File: src/seq_pkg.sv
// What this block does
// - Each five-input control table drives eight outputs, all high while disabled.
// - Shared control lines are active-low wired-OR; any source pulls low.
// - Eight major states, each one or two processor periods, named by flags and phase.
// - Fetch: optional skip increment, then read instruction and increment program counter.
// - Effective-address state forms the operand address; direct jump ends here.
// - Indirect state reads the pointer; auto-index locations are written back next phase.
// - Memory-execute moves the operand; jump and call finish here without memory access.
// - Increment- and decrement-test take one more period to write the word back.
// - Non-memory execute; programmed transfers take one extra period.
// - Interrupt entry stores PC at 0, forces zero jump, address 1, then indirect.
// - A device channel request may enter the channel state on any processor pulse.
// - Console functions other than start, stop and reset enter the console key state.
// - Stop only sets halt pending; the halt happens at the next fetch.
// - Reset halts at once and forces the fetch state.
// - Memory power low sets halt pending and hard reset, like console reset.
// - Restart is accepted only once memory power is good again.
// - With auto-restart fitted, early power warning sets power-low, an interrupt request.
// - After both power inputs return high, wait 2 ms before restart action.
// - After the wait: key on does nothing; key locked jumps direct to 0.
// - Flag-test instruction issues a test strobe that samples done or busy.
// - Channel indicator held during channel state; bus hold in data-holding phases.
// - Apart from reset and restart, the major state and phase flip-flops change only at the end of a processor pulse.
// - Period 300 ns, 400 ns when stretched, doubled to 600 or 800 ns when extended.
// - A slow memory holding the sync line low freezes timing in the hold phase.
package seq_pkg;

  // ----------------------------------------
  // Register map (byte addresses)
  // ----------------------------------------
  localparam logic [7:0] OFS_CTRL   = 8'h00;
  localparam logic [7:0] OFS_CMD    = 8'h04;
  localparam logic [7:0] OFS_STATUS = 8'h08;
  localparam logic [7:0] OFS_CLEAR  = 8'h0C;
  localparam int CTRL_INT_EN   = 0;
  localparam int CTRL_AUTO_OPT = 1;
  localparam int CTRL_KEY_LOCK = 2;
  localparam int CMD_START     = 0;
  localparam int CMD_STOP      = 1;
  localparam int CMD_RESET     = 2;
  localparam int CMD_KEY       = 3;
  localparam int CLR_POWER_LOW = 0;
  localparam logic [2:0] CTRL_RESET = 3'h0;

  // ----------------------------------------
  // Timing
  // ----------------------------------------
  localparam int CLK_MHZ        = 250;
  localparam int PERIOD_BASE_NS = 300;
  localparam int PERIOD_SLOW_NS = 400;
  localparam int HOLD_NS        = 200;
  localparam int RESTART_NS     = 2000000;
  localparam logic [7:0] CYC_BASE = 8'((PERIOD_BASE_NS * CLK_MHZ + 999) / 1000);
  localparam logic [7:0] CYC_SLOW = 8'((PERIOD_SLOW_NS * CLK_MHZ + 999) / 1000);
  localparam logic [7:0] CYC_HOLD = 8'((HOLD_NS * CLK_MHZ + 999) / 1000);
  localparam int RESTART_CYCLES_DEF = (RESTART_NS * CLK_MHZ + 999) / 1000;

  // ----------------------------------------
  // Major states, phases, instruction kinds
  // ----------------------------------------
  typedef enum logic [7:0] {
    ST_FETCH = 8'h01, ST_EFA = 8'h02, ST_DEFER = 8'h04, ST_EXM = 8'h08,
    ST_EXN = 8'h10, ST_PI = 8'h20, ST_DCH = 8'h40, ST_KEY = 8'h80
  } major_e;
  localparam logic [1:0] PH_0    = 2'h0;
  localparam logic [1:0] PH_1    = 2'h1;
  localparam logic [1:0] PH_SKIP = 2'h2;
  localparam logic [2:0] K_MEM = 3'h0, K_JUMP = 3'h1, K_CALL = 3'h2, K_INCT = 3'h3;
  localparam logic [2:0] K_DECT = 3'h4, K_IOXFER = 3'h5, K_IOTEST = 3'h6, K_ALU = 3'h7;

  // Control line positions (active low on CONTROL_N)
  localparam int C_MEM_READ = 0;
  localparam int C_MEM_WRITE = 1;
  localparam int C_PC_INC = 2;
  localparam int C_LOAD_IR = 3;
  localparam int C_LOAD_MA = 4;
  localparam int C_IO_DATA = 5;
  localparam int C_IO_TEST = 6;
  localparam int C_BUS_HOLD = 7;

endpackage : seq_pkg

File: src/cpu_major_state_sequencer.sv
`timescale 1ns/1ps
module cpu_major_state_sequencer
  import seq_pkg::*;
#(
  parameter int unsigned RESTART_CYCLES = RESTART_CYCLES_DEF
) (
  // Clock and reset
  input  wire logic        CLK_SYS,
  input  wire logic        RESETN,
  // APB slave
  input  wire logic        PSEL,
  input  wire logic        PENABLE,
  input  wire logic        PWRITE,
  input  wire logic [7:0]  PADDR,
  input  wire logic [31:0] PWDATA,
  output logic             PREADY,
  output logic [31:0]      PRDATA,
  output logic             PSLVERR,
  // Timing conditions
  input  wire logic        SYNC_LINE,
  input  wire logic        EXTEND,
  input  wire logic        SLOW_CHANNEL,
  // Instruction decode from datapath
  input  wire logic        MEMORY_REFERENCE_FLAG,
  input  wire logic        INDIRECT,
  input  wire logic        AUTO_INDEX,
  input  wire logic        SKIP_PENDING,
  input  wire logic [2:0]  INSTR_KIND,
  // Requests and device responses
  input  wire logic        INT_REQ,
  input  wire logic        DCH_REQ,
  input  wire logic        SELECTED_DONE,
  input  wire logic        SELECTED_BUSY,
  input  wire logic        TEST_SEL_BUSY,
  // Power monitor
  input  wire logic        MEM_OK,
  input  wire logic        EARLY_POWER_WARNING_N,
  // Sequencer outputs
  output logic             CPU_TICK,
  output logic [7:0]       MAJOR_STATE,
  output logic             PHASE_BIT_A,
  output logic             PHASE_BIT_B,
  output logic             RUNNING,
  output logic [7:0]       CONTROL_N,
  output logic             TEST_RESULT,
  output logic             DCH_ACTIVE,
  output logic             PC_LOAD_ZERO,
  // Open-drain shared lines
  output logic             BUS_HOLD_O,
  output logic             BUS_HOLD_OE,
  output logic             DEVICE_RESET_O,
  output logic             DEVICE_RESET_OE
);

  localparam int RW = $clog2(RESTART_CYCLES + 1);

  // ----------------------------------------
  // Control tables
  // ----------------------------------------
  // State table: address is {state code, phase}
  function automatic logic [7:0] rom_state(input logic en, input logic [4:0] a);
    logic [7:0] y;
    y = 8'hFF;
    if (en) begin
      unique case (a)
        5'h00:   y = 8'hF2;  // Fetch: read, load instruction, bump PC
        5'h02:   y = 8'hFB;  // Skip increment only
        5'h04:   y = 8'hEF;  // Address into MA
        5'h08:   y = 8'hEE;  // Pointer read into MA
        5'h09:   y = 8'hFD;  // Auto-index write back
        5'h14:   y = 8'hFD;  // PC stored at 0
        5'h15:   y = 8'hE7;  // Zero jump and MA load
        5'h18:   y = 8'h7E;  // Channel read, data held
        5'h19:   y = 8'h7D;  // Channel write, data held
        5'h1C:   y = 8'hF7;  // Console function code
        default: y = 8'hFF;
      endcase
    end
    return y;
  endfunction : rom_state

  // Instruction table: address is {kind, phase}
  function automatic logic [7:0] rom_instr(input logic en, input logic [4:0] a);
    logic [7:0] y;
    y = 8'hFF;
    if (en) begin
      unique case (a)
        5'h00, 5'h0C, 5'h10: y = 8'hFE;  // Operand read
        5'h0D, 5'h11:        y = 8'hFD;  // Test word write back
        5'h14, 5'h15:        y = 8'hDF;  // Data transfer strobe
        5'h18:               y = 8'hBF;  // Flag test strobe
        default:             y = 8'hFF;
      endcase
    end
    return y;
  endfunction : rom_instr

  function automatic logic [2:0] state_code(input major_e s);
    logic [2:0] c;
    c = 3'h0;
    unique case (s)
      ST_FETCH: c = 3'h0;
      ST_EFA:   c = 3'h1;
      ST_DEFER: c = 3'h2;
      ST_EXM:   c = 3'h3;
      ST_EXN:   c = 3'h4;
      ST_PI:    c = 3'h5;
      ST_DCH:   c = 3'h6;
      ST_KEY:   c = 3'h7;
      default:  c = 3'h0;
    endcase
    return c;
  endfunction : state_code

  // ----------------------------------------
  // Declarations
  // ----------------------------------------
  major_e      state, next_state, ret_state;
  logic [1:0]  phase, next_phase, ret_phase, fetch_ph;
  logic [7:0]  cyc, period;
  logic        tick, run, halt_pending, hard_reset_flag, power_low_flag, key_pending;
  logic        mem_ok_q, dev_reset, armed, restart_go, test_result;
  logic [RW-1:0] rcnt;
  logic [2:0]  ctrl;
  logic [7:0]  rom_a, rom_b, control_n;
  logic        wr, start_cmd, stop_cmd, reset_cmd, key_cmd, clr_pl, reset_now;
  logic        start_ok, is_exec, rmw, outx, slow, boundary, int_take, halt_take;
  logic        quiet;

  // ----------------------------------------
  // APB slave
  // ----------------------------------------
  // Zero wait state; unmapped offsets answer with an error
  assign PREADY    = 1'b1;
  assign wr        = PSEL & PENABLE & PWRITE;
  assign start_cmd = wr & (PADDR == OFS_CMD) & PWDATA[CMD_START];
  assign stop_cmd  = wr & (PADDR == OFS_CMD) & PWDATA[CMD_STOP];
  assign reset_cmd = wr & (PADDR == OFS_CMD) & PWDATA[CMD_RESET];
  assign key_cmd   = wr & (PADDR == OFS_CMD) & PWDATA[CMD_KEY];
  assign clr_pl    = wr & (PADDR == OFS_CLEAR) & PWDATA[CLR_POWER_LOW];

  always_comb begin
    PRDATA  = 32'h0;
    PSLVERR = 1'b0;
    unique case (PADDR)
      OFS_CTRL:   PRDATA = {29'h0, ctrl};
      OFS_CMD:    PRDATA = 32'h0;
      OFS_STATUS: PRDATA = {18'h0, power_low_flag, hard_reset_flag, halt_pending, run, phase, state};
      OFS_CLEAR:  PRDATA = 32'h0;
      default:    PSLVERR = PSEL & PENABLE;
    endcase
  end

  // Control register
  always_ff @(posedge CLK_SYS or negedge RESETN) begin
    if (!RESETN) begin
      ctrl <= CTRL_RESET;
    end else if (wr && PADDR == OFS_CTRL) begin
      ctrl <= PWDATA[2:0];
    end
  end

  // ----------------------------------------
  // Processor clock generator
  // ----------------------------------------
  assign rmw    = (state == ST_EXM) & (INSTR_KIND == K_INCT || INSTR_KIND == K_DECT);
  assign outx   = (state == ST_EXN) & (INSTR_KIND == K_IOXFER);
  assign slow   = (state == ST_DCH) & SLOW_CHANNEL;
  // Stretch adds one base step, extend doubles the whole period
  assign period = (rmw | outx | slow ? CYC_SLOW : CYC_BASE) << EXTEND;

  // Counter freezes in the hold phase while a slow memory holds sync low
  always_ff @(posedge CLK_SYS or negedge RESETN) begin
    if (!RESETN) begin
      cyc  <= 8'h00;
      tick <= 1'b0;
    end else if (cyc == CYC_HOLD && !SYNC_LINE) begin
      tick <= 1'b0;
    end else if (cyc >= period - 8'h01) begin
      cyc  <= 8'h00;
      tick <= 1'b1;
    end else begin
      cyc  <= cyc + 8'h01;
      tick <= 1'b0;
    end
  end

  // ----------------------------------------
  // Next major state
  // ----------------------------------------
  assign fetch_ph = SKIP_PENDING ? PH_SKIP : PH_0;

  always_comb begin
    next_state = state;
    next_phase = PH_0;
    unique case (state)
      ST_FETCH: begin
        if (phase == PH_SKIP) begin
          next_phase = PH_0;
        end else begin
          next_state = MEMORY_REFERENCE_FLAG ? ST_EFA : ST_EXN;
        end
      end
      ST_EFA: begin
        if (INSTR_KIND == K_JUMP && !INDIRECT) begin
          next_state = ST_FETCH;
          next_phase = fetch_ph;
        end else begin
          next_state = INDIRECT ? ST_DEFER : ST_EXM;
        end
      end
      ST_DEFER: begin
        if (phase == PH_0 && AUTO_INDEX) begin
          next_phase = PH_1;
        end else begin
          next_state = INDIRECT ? ST_DEFER : ST_EXM;
        end
      end
      ST_EXM: begin
        if (phase == PH_0 && (INSTR_KIND == K_INCT || INSTR_KIND == K_DECT)) begin
          next_phase = PH_1;
        end else begin
          next_state = ST_FETCH;
          next_phase = fetch_ph;
        end
      end
      ST_EXN: begin
        if (phase == PH_0 && INSTR_KIND == K_IOXFER) begin
          next_phase = PH_1;
        end else begin
          next_state = ST_FETCH;
          next_phase = fetch_ph;
        end
      end
      ST_PI: begin
        if (phase == PH_0) begin
          next_phase = PH_1;
        end else begin
          next_state = ST_DEFER;
        end
      end
      ST_DCH: begin
        if (phase == PH_0) begin
          next_phase = PH_1;
        end else begin
          next_state = ret_state;
          next_phase = ret_phase;
        end
      end
      ST_KEY: begin
        next_state = ST_FETCH;
        next_phase = PH_0;
      end
      default: next_state = ST_FETCH;
    endcase
  end

  // Fetch boundary decisions
  assign quiet     = !reset_now & !restart_go;
  assign reset_now = reset_cmd | !MEM_OK;
  assign boundary  = tick & run & !DCH_REQ & (state != ST_FETCH) & (state != ST_DCH) &
                     (next_state == ST_FETCH);
  assign halt_take = boundary & halt_pending;
  assign int_take  = boundary & !halt_pending & ctrl[CTRL_INT_EN] & (INT_REQ | power_low_flag);

  // ----------------------------------------
  // Major state register
  // ----------------------------------------
  // Reset and restart are applied at once; every other change waits for the pulse
  always_ff @(posedge CLK_SYS or negedge RESETN) begin
    if (!RESETN) begin
      state     <= ST_FETCH;
      phase     <= PH_0;
      ret_state <= ST_FETCH;
      ret_phase <= PH_0;
    end else if (reset_now || restart_go) begin
      state <= ST_FETCH;
      phase <= PH_0;
    end else if (tick) begin
      if (DCH_REQ && state != ST_DCH) begin
        ret_state <= (!run && state == ST_FETCH) ? state : next_state;
        ret_phase <= (!run && state == ST_FETCH) ? phase : next_phase;
        state     <= ST_DCH;
        phase     <= PH_0;
      end else if (!run && state == ST_FETCH) begin
        if (key_pending) begin
          state <= ST_KEY;
          phase <= PH_0;
        end
      end else if (int_take) begin
        state <= ST_PI;
        phase <= PH_0;
      end else begin
        state <= next_state;
        phase <= next_phase;
      end
    end
  end

  // ----------------------------------------
  // Run, halt and console flags
  // ----------------------------------------
  assign start_ok = start_cmd & MEM_OK & !run;

  always_ff @(posedge CLK_SYS or negedge RESETN) begin
    if (!RESETN) begin
      run <= 1'b0;
    end else if (reset_now) begin
      run <= 1'b0;
    end else if (restart_go || start_ok) begin
      run <= 1'b1;
    end else if (halt_take) begin
      run <= 1'b0;
    end
  end

  // Set wins over clear on every flag
  always_ff @(posedge CLK_SYS or negedge RESETN) begin
    if (!RESETN) begin
      halt_pending    <= 1'b0;
      hard_reset_flag <= 1'b0;
      key_pending     <= 1'b0;
    end else begin
      if (stop_cmd || !MEM_OK) begin
        halt_pending <= 1'b1;
      end else if (halt_take || start_ok || restart_go) begin
        halt_pending <= 1'b0;
      end
      if (!MEM_OK) begin
        hard_reset_flag <= 1'b1;
      end else if (start_ok || restart_go) begin
        hard_reset_flag <= 1'b0;
      end
      if (key_cmd && !run && MEM_OK) begin
        key_pending <= 1'b1;
      end else if (state == ST_KEY || reset_now) begin
        key_pending <= 1'b0;
      end
    end
  end

  // ----------------------------------------
  // Power monitor and auto restart
  // ----------------------------------------
  always_ff @(posedge CLK_SYS or negedge RESETN) begin
    if (!RESETN) begin
      power_low_flag <= 1'b0;
      mem_ok_q       <= 1'b1;
      dev_reset      <= 1'b0;
    end else begin
      mem_ok_q <= MEM_OK;
      // One pulse per console reset or per loss of memory power
      dev_reset <= reset_cmd | (mem_ok_q & !MEM_OK);
      if (ctrl[CTRL_AUTO_OPT] && !EARLY_POWER_WARNING_N) begin
        power_low_flag <= 1'b1;
      end else if (clr_pl) begin
        power_low_flag <= 1'b0;
      end
    end
  end

  // Delay restarts from zero if either input drops again
  always_ff @(posedge CLK_SYS or negedge RESETN) begin
    if (!RESETN) begin
      armed      <= 1'b0;
      rcnt       <= '0;
      restart_go <= 1'b0;
    end else begin
      restart_go <= 1'b0;
      if (!MEM_OK || (ctrl[CTRL_AUTO_OPT] && !EARLY_POWER_WARNING_N)) begin
        armed <= ctrl[CTRL_AUTO_OPT];
        rcnt  <= '0;
      end else if (armed) begin
        if (rcnt == RW'(RESTART_CYCLES - 1)) begin
          armed      <= 1'b0;
          rcnt       <= '0;
          restart_go <= ctrl[CTRL_KEY_LOCK];
        end else begin
          rcnt <= rcnt + 1'b1;
        end
      end
    end
  end

  // ----------------------------------------
  // Control lines and device-facing outputs
  // ----------------------------------------
  assign is_exec = (state == ST_EXM) | (state == ST_EXN);
  assign rom_a   = rom_state(!is_exec && (run || state != ST_FETCH), {state_code(state), phase});
  assign rom_b   = rom_instr(is_exec, {INSTR_KIND, phase});

  // Two tables share the lines: any low output wins
  always_ff @(posedge CLK_SYS or negedge RESETN) begin
    if (!RESETN) begin
      control_n <= 8'hFF;
    end else begin
      control_n <= rom_a & rom_b;
    end
  end

  // Test strobe samples done or busy instead of moving data
  always_ff @(posedge CLK_SYS or negedge RESETN) begin
    if (!RESETN) begin
      test_result <= 1'b0;
    end else if (!control_n[C_IO_TEST]) begin
      test_result <= TEST_SEL_BUSY ? SELECTED_BUSY : SELECTED_DONE;
    end
  end

  assign CPU_TICK        = tick;
  assign MAJOR_STATE     = state;
  assign PHASE_BIT_A     = phase[0];
  assign PHASE_BIT_B     = phase[1];
  assign RUNNING         = run;
  assign CONTROL_N       = control_n;
  assign TEST_RESULT     = test_result;
  assign DCH_ACTIVE      = (state == ST_DCH);
  assign PC_LOAD_ZERO    = restart_go;
  assign BUS_HOLD_O      = 1'b0;
  assign BUS_HOLD_OE     = !control_n[C_BUS_HOLD];
  assign DEVICE_RESET_O  = 1'b0;
  assign DEVICE_RESET_OE = dev_reset;
endmodule : cpu_major_state_sequencer

File: config.mk
export PLATFORM = sky130hd
export DESIGN_NAME = cpu_major_state_sequencer
export DESIGN_NICKNAME = d
export VERILOG_FILES = /design/src/seq_pkg.sv /design/src/cpu_major_state_sequencer.sv
export SDC_FILE = /design/constraint.sdc
export NUM_CORES = 1
export LEC_CHECK = 0
export CORE_MARGIN = 1
export CORE_UTILIZATION = 64
export DETAILED_ROUTE_END_ITERATION = 8
export DONT_BUFFER_PORTS = 1
export HOLD_SLACK_MARGIN = 0.03
export PLACE_DENSITY = 0.8
export SYNTH_ARGS = -nofsm -noshare
export SYNTH_HDL_FRONTEND = slang
export SYNTH_SLANG_ARGS = --single-unit
File: constraint.sdc
create_clock -name CLK_SYS -period 3.8 [get_ports CLK_SYS]
set_input_delay 0.76 -clock CLK_SYS [delete_from_list [all_inputs] [get_ports CLK_SYS]]
set_output_delay 0.76 -clock CLK_SYS [all_outputs]
set_load 0.02 [all_outputs]
[Word level (Yosys, flattened, before mapping)]
Memories as Yosys holds them, arrays and structs flattened.
Index checks and enable logic that the tools add are counted.
Operators by class
  add/subtract/negate cells: 3
  magnitude comparators: 1
  equal/unequal tests: 23
  shift operators: 1
  multiplexer cells: 62
  bitwise operators: 32
  reductions and logical operators: 41
Operators by type and width (count)
  two-way mux 8 bit: 16
  two-way mux 19 bit: 3
  one-hot mux 8 bit (7 select lines): 1
  one-hot mux 14 bit (2 select lines): 1
  AND 1 bit: 24
  equality test 8 x 4 -> 1 bit (second input constant): 3
  two-way mux 2 bit: 12
  two-way mux 1 bit: 23
  one-hot mux 3 bit (7 select lines): 1
  adder 19 x 1 -> 19 bit (second input constant): 1
  equality test 19 bit (second input constant): 1
  equality test 8 x 1 -> 1 bit (second input constant): 2
  equality test 8 x 3 -> 1 bit (second input constant): 2
  equality test 8 x 6 -> 1 bit (second input constant): 2
  logical AND 1 bit: 12
  one-hot mux 2 bit (6 select lines): 1
  nonzero test 2 bit: 5
  logical NOT 1 bit: 9
  logical OR 1 bit: 9
  adder 8 x 1 -> 8 bit (second input constant): 1
  AND 8 bit: 1
  equality test 8 x 2 -> 1 bit (second input constant): 1
  equality test 8 x 5 -> 1 bit (second input constant): 1
  equality test 8 x 7 -> 1 bit (second input constant): 1
  other kinds (23): 30
Storage, ports and cells
  register bits: 69
  ROM bits: 320
  input port bits: 62
  output and inout port bits: 61
  word-level logic and storage cells: 184
  memories: 2
Memories
  (no name shown): words 32, width 6, rd ports 1, clocked after Yosys merged registers in 0, write ports 0, line cpu_major_state_sequencer.sv:65  | unique case (a)
  (no name shown): words 32, width 4, rd ports 1, clocked after Yosys merged registers in 0, write ports 0, line cpu_major_state_sequencer.sv:87  | unique case (a)

[Longest topological paths before layout]
  word-level depth: 15
  gate-level depth with buffers: 14
  depth with buffers taken out: 12

[Worst setup path after synthesis]
OpenSTA, ideal clock, no wires.
  path type: register to register
  start point: register state[7] (netlist: MAJOR_STATE[7])
  end point: register tick (netlist: CPU_TICK)
  library setup time: 119 ps
  arrival: 2916 ps
  data required time: 3681 ps
  setup slack: 765 ps
  stages on the path, launching flop included: 11
  buffers on the path: 1
  period minus slack after synthesis: 3035 ps
  path through: dfrtp_1 > clkbuf_1 > or4b_1 > nor3_1 > a21oi_1 > a21boi_0 > or2_1 > ha_1 > a2111oi_0 > o21ai_1 > and2_1
On the way
  cells in the longest elaborated chain, start to end: 10
  elaborated cells between the ends (all ways): 14
  classes of those cells: add/sub: 1; order compare: 1; eq/ne: 3; shift: 1; mux: 3; bitwise: 5
RTL lines
  start: declaration: line cpu_major_state_sequencer.sv:118  | major_e state, next_state, ret_state;
  start signal: assignment: line cpu_major_state_sequencer.sv:294  | state <= next_state;
  equality test 8 x 4 -> 1 bit / equality test 8 x 5 -> 1 bit (equally long branches): line cpu_major_state_sequencer.sv:166, cpu_major_state_sequencer.sv:167
  AND 1 bit (on tied branches): line cpu_major_state_sequencer.sv:166, cpu_major_state_sequencer.sv:167
  bitwise OR 1 bit: line cpu_major_state_sequencer.sv:170  | assign period = (rmw | outx | slow ? CYC_SLOW : CYC_BASE) << EXTEND;
  bitwise OR 1 bit (*): line cpu_major_state_sequencer.sv:170
  two-way mux 6 bit (*): line cpu_major_state_sequencer.sv:170
  left shift 7 x 1 -> 8 bit (*): line cpu_major_state_sequencer.sv:170
  subtractor 8 x 1 -> 8 bit (*): line cpu_major_state_sequencer.sv:179  | end else if (cyc >= period - 8'h01) begin
  >= comparator 8 bit (*): line cpu_major_state_sequencer.sv:179
  two-way mux 1 bit (*): line cpu_major_state_sequencer.sv:179
  two-way mux 1 bit (*): line cpu_major_state_sequencer.sv:177  | end else if (cyc == CYC_HOLD && !SYNC_LINE) begin
  end signal: assignment: line cpu_major_state_sequencer.sv:176  | tick <= 1'b0;
  end signal: assignment: line cpu_major_state_sequencer.sv:178  | tick <= 1'b0;
  end signal: assignment: line cpu_major_state_sequencer.sv:181  | tick <= 1'b1;
  end: declaration: line cpu_major_state_sequencer.sv:121  | logic tick, run, halt_pending, hard_reset_flag, power_low_flag, key_pending;
Every way passes the cells marked *; elsewhere a longest branch is shown, timed or not.
A chain may end at the register's enable or synchronous reset.

[Worst setup path after layout]
  start point: register state[4] (netlist: MAJOR_STATE[4])
  end point: register tick (netlist: CPU_TICK)
The elaborated chain is that of the path after synthesis.

==> flow_metrics.py <==
metrics = {
    "status": {
        "outcome": "finished, final reports clean",
    },
    "floorplan": {
        "dieHeight_microns": 85.1,
        "rows": 29,
        "die-area_sq_um": 7240,
        "start_util": 0.680,
        "die_w_microns": 85.1,
        "ios": 123,
        "core_area_sq_um": 6490,
    },
    "detailed_routing": {
        "remaining_drc_errors": 0,
        "wl_met1_mm": 4.55,
        "wl_mm": 9.93,
        "drt_pass1_iterations": 5,
        "drtIter0Drc": 281,
        "wl_met3_microns": 573,
        "routed.top_layer": "met4",
        "via_count": 3753,
        "wl_met2_mm": 4.69,
        "wl_per_cell_microns": 17.0,
        "ant_nets": 0,
        "via_per_inst": 6.42,
    },
    "timing": {
        "finalCriticalPeriod_ps": 3370,
        "worst_pin_slew_ps": 1010,
        "clock_skew_ps": 7.57,
        "setup_viol": 0,
        "finalCritPeriodShare": 0.887,
        "final_hold_viol_count": 0,
        "finalMaxSlewViolations": 0,
        "finalSetupTns_ps": 0,
        "fmax_mhz": 297,
        "grt_setup_unrepaired": "no",
        "slew_headroom": 0.317,
    },
    "global_route": {
        "grt_max_degree": 70,
        "antenna_found_initial": 0,
        "grt_pass1_wl_mm": 16.4,
        "grt_usage": 0.285,
        "grt_pass1_vias": 3442,
        "grt-ovfl-total": 0,
    },
    "clock_network": {
        "clkTransAtPathRegs_ps": 80,
        "clockBufferDepth": 2,
        "cts_tree": "built",
        "cts_resized": 0,
        "cts_buffers": 9,
        "cts_num_sinks": 69,
        "clkLatencyLatePin_ps": 340,
        "htree_levels": 3,
        "cts_hold_buf": 0,
        "postCtsSetupBuffers": 0,
        "clockRootBuffer": "clkbuf_8",
    },
    "layout": {
        "post-route-util": 0.713,
        "drive_gt1_frac": 0.112,
        "area_growth_pct": 4.85,
        "multi_input_area_sq_um": 2440,
        "fin_nets": 576,
        "regArea_sq_um": 1740,
        "final_cell_mix": "59 x nand2_1, 58 x dfrtp_1, 44 x nor2_1",
        "fillers": 504,
        "final_common_cell": "nand2_1",
        "finalNonFillerCells": 585,
        "antenna_cells": 0,
    },
    "critical_path": {
        "cp_slowest_cell": "dfrtp_1",
        "path_class": "reg -> reg",
        "cp_max_fo": 9,
        "critPathCaptureType": "register",
        "critPathTopFamily": "simple AND/OR/NAND/NOR gates",
        "critPathArrivalTime_ps": 3600,
        "max_stage_delay_ps": 540,
        "required_ps": 4030,
        "crit_chain": "or4b_1 -> nor3_1 -> a21oi_1 -> a21boi_0 -> or2_1 -> ha_1 -> a2111oi_0 -> o21ai_1 -> and2_1",
        "startpoint_type": "register",
        "worst-path-buf-inv": 0,
    },
    "synthesis": {
        "yosysTopAreaCell": "dfrtp_1",
        "synthTopCellsByArea": "dfrtp_1 33%, dfstp_2 6.5%, nand2_1 5.0%, o21ai_0 4.1%, buf_4 3.7%",
        "syn_area_sq_um": 4420,
        "synth.avg_cell_area_sq_um": 8.71,
        "ys_warn_count": 0,
        "ys_types": 72,
        "synth.top_cell.area_share": 0.329,
        "syn_inst": 507,
        "synth-edff-count": 0,
        "synthArstFlopShare": 1.00,
        "synth_seq_area_share": 0.394,
        "ys_seq_elements": 69,
        "synthFlopType": "dfrtp_1",
    },
    "power": {
        "leakage_nw": 2.06,
        "peakVddDrop_uv": 369,
        "powerDensity_nw_per_um2": 455,
    },
    "run": {
        "drv_cap": 0,
    },
    "placed_design": {
        "portBuffers": 0,
        "hpwlAfterDp_mm": 7.01,
        "gp_congestion": 0.885,
        "dp.cells": 569,
    },
    "hold_path": {
        "hold_class": "in -> async",
    },
}
layer usage:
metal / up-vias / GRT usage
li1: 1788 / -
met1: 1807 / 0.396
met2: 145 / 0.463
met3: 13 / 0.0457
met4: 0 / 0.0832
met5: - / 0
sequential cells by signal (all words and copies together), names as in the netlist:
signal and cells:
hard_reset_flag 1, TEST_RESULT 1, mem_ok_q 1, power_low_flag 1, ret_phase 2, CONTROL_N 8, cyc 8, ret_state 8
key_pending 1, MAJOR_STATE 8, RUNNING 1, rcnt 19, DEVICE_RESET_OE 1, PC_LOAD_ZERO 1, armed 1, CPU_TICK 1
phase 2, ctrl 3, halt_pending 1
cell type report:
class	instances	share of cell area
Tap cell	77	0.0208
Clock buffer	10	0.0297
Multi-Input combinational cell	400	0.528
Timing Repair Buffer	10	0.0162
Clock inverter	6	0.0186
Inverter	13	0.0111
Sequential cell	69	0.376
power breakdown:
group          switching (mW)  leakage (nW)  total (mW)  internal [mW]
logic                   0.269          1.06       0.462          0.193
clock network           0.292         0.112       0.678          0.386
registers               0.122         0.892       0.966          0.844
worst paths after layout:
| path | from | end | slack [ps] | cells past startpoint |
|---|---|---|---|---|
| max | MAJOR_STATE[4] | CPU_TICK | 430 | 9 |
| min reg2reg | mem_ok_q | DEVICE_RESET_OE | 490 | 2 |
| min in group CLK_SYS | MEM_OK | mem_ok_q | 410 | 0 |
| max in group asynchronous | RESETN | mem_ok_q | 3490 | 0 |
| min | RESETN | power_low_flag | 110 | 0 |
| max reg2reg | MAJOR_STATE[4] | CPU_TICK | 430 | 9 |
cell usage after synthesis (4+ instances only):
master	number
nand2b_1	7
a31oi_1	12
ha_1	11
dfstp_2	11
mux2i_1	4
nor2_1	44
and3_1	10
xor2_1	6
dfrtp_1	58
and4_1	5
nand4_1	6
nor4b_1	4
o31ai_1	7
and2_1	13
nor2b_1	9
or3_1	5
nand2_1	59
nor3_1	7
buf_4	22
nand3_1	22
nor4_1	4
o21ai_1	5
xnor2_1	5
mux2_2	7
clkbuf_1	19
inv_1	12
a21oi_1	28
a22o_1	4
o21ai_0	36
kinds of logic (layout without fill, tap and decap cells):
kind of cell / after synthesis / after routing / share of synthesized area
compound gates: 125 / 125 / 0.181
xor+xnor: 11 / 11 / 0.0218
fa+ha+maj: 11 / 11 / 0.0312
buf+inv: 57 / 39 / 0.0706
flops: 69 / 69 / 0.394
mux: 11 / 11 / 0.0269
other cells: 2 / 21 / 0.00170
simple gates: 221 / 221 / 0.273
stage by stage:
step | power (mW) | setup slack, ps | cell area (sq um) | hold WS, ps
finish | 2.11 | 430 | 4630 | 114
global route | 2.22 | 176 | 4630 | 90.2
CTS | 2.11 | 493 | 4630 | 101
detailed placement | 1.44 | 508 | 4410 | 467
global placement | 1.42 | 569 | 4410 | 467
floorplan | 1.34 | 765 | 4490 | 445
No activity file was read; power rests on OpenSTA's default activity.
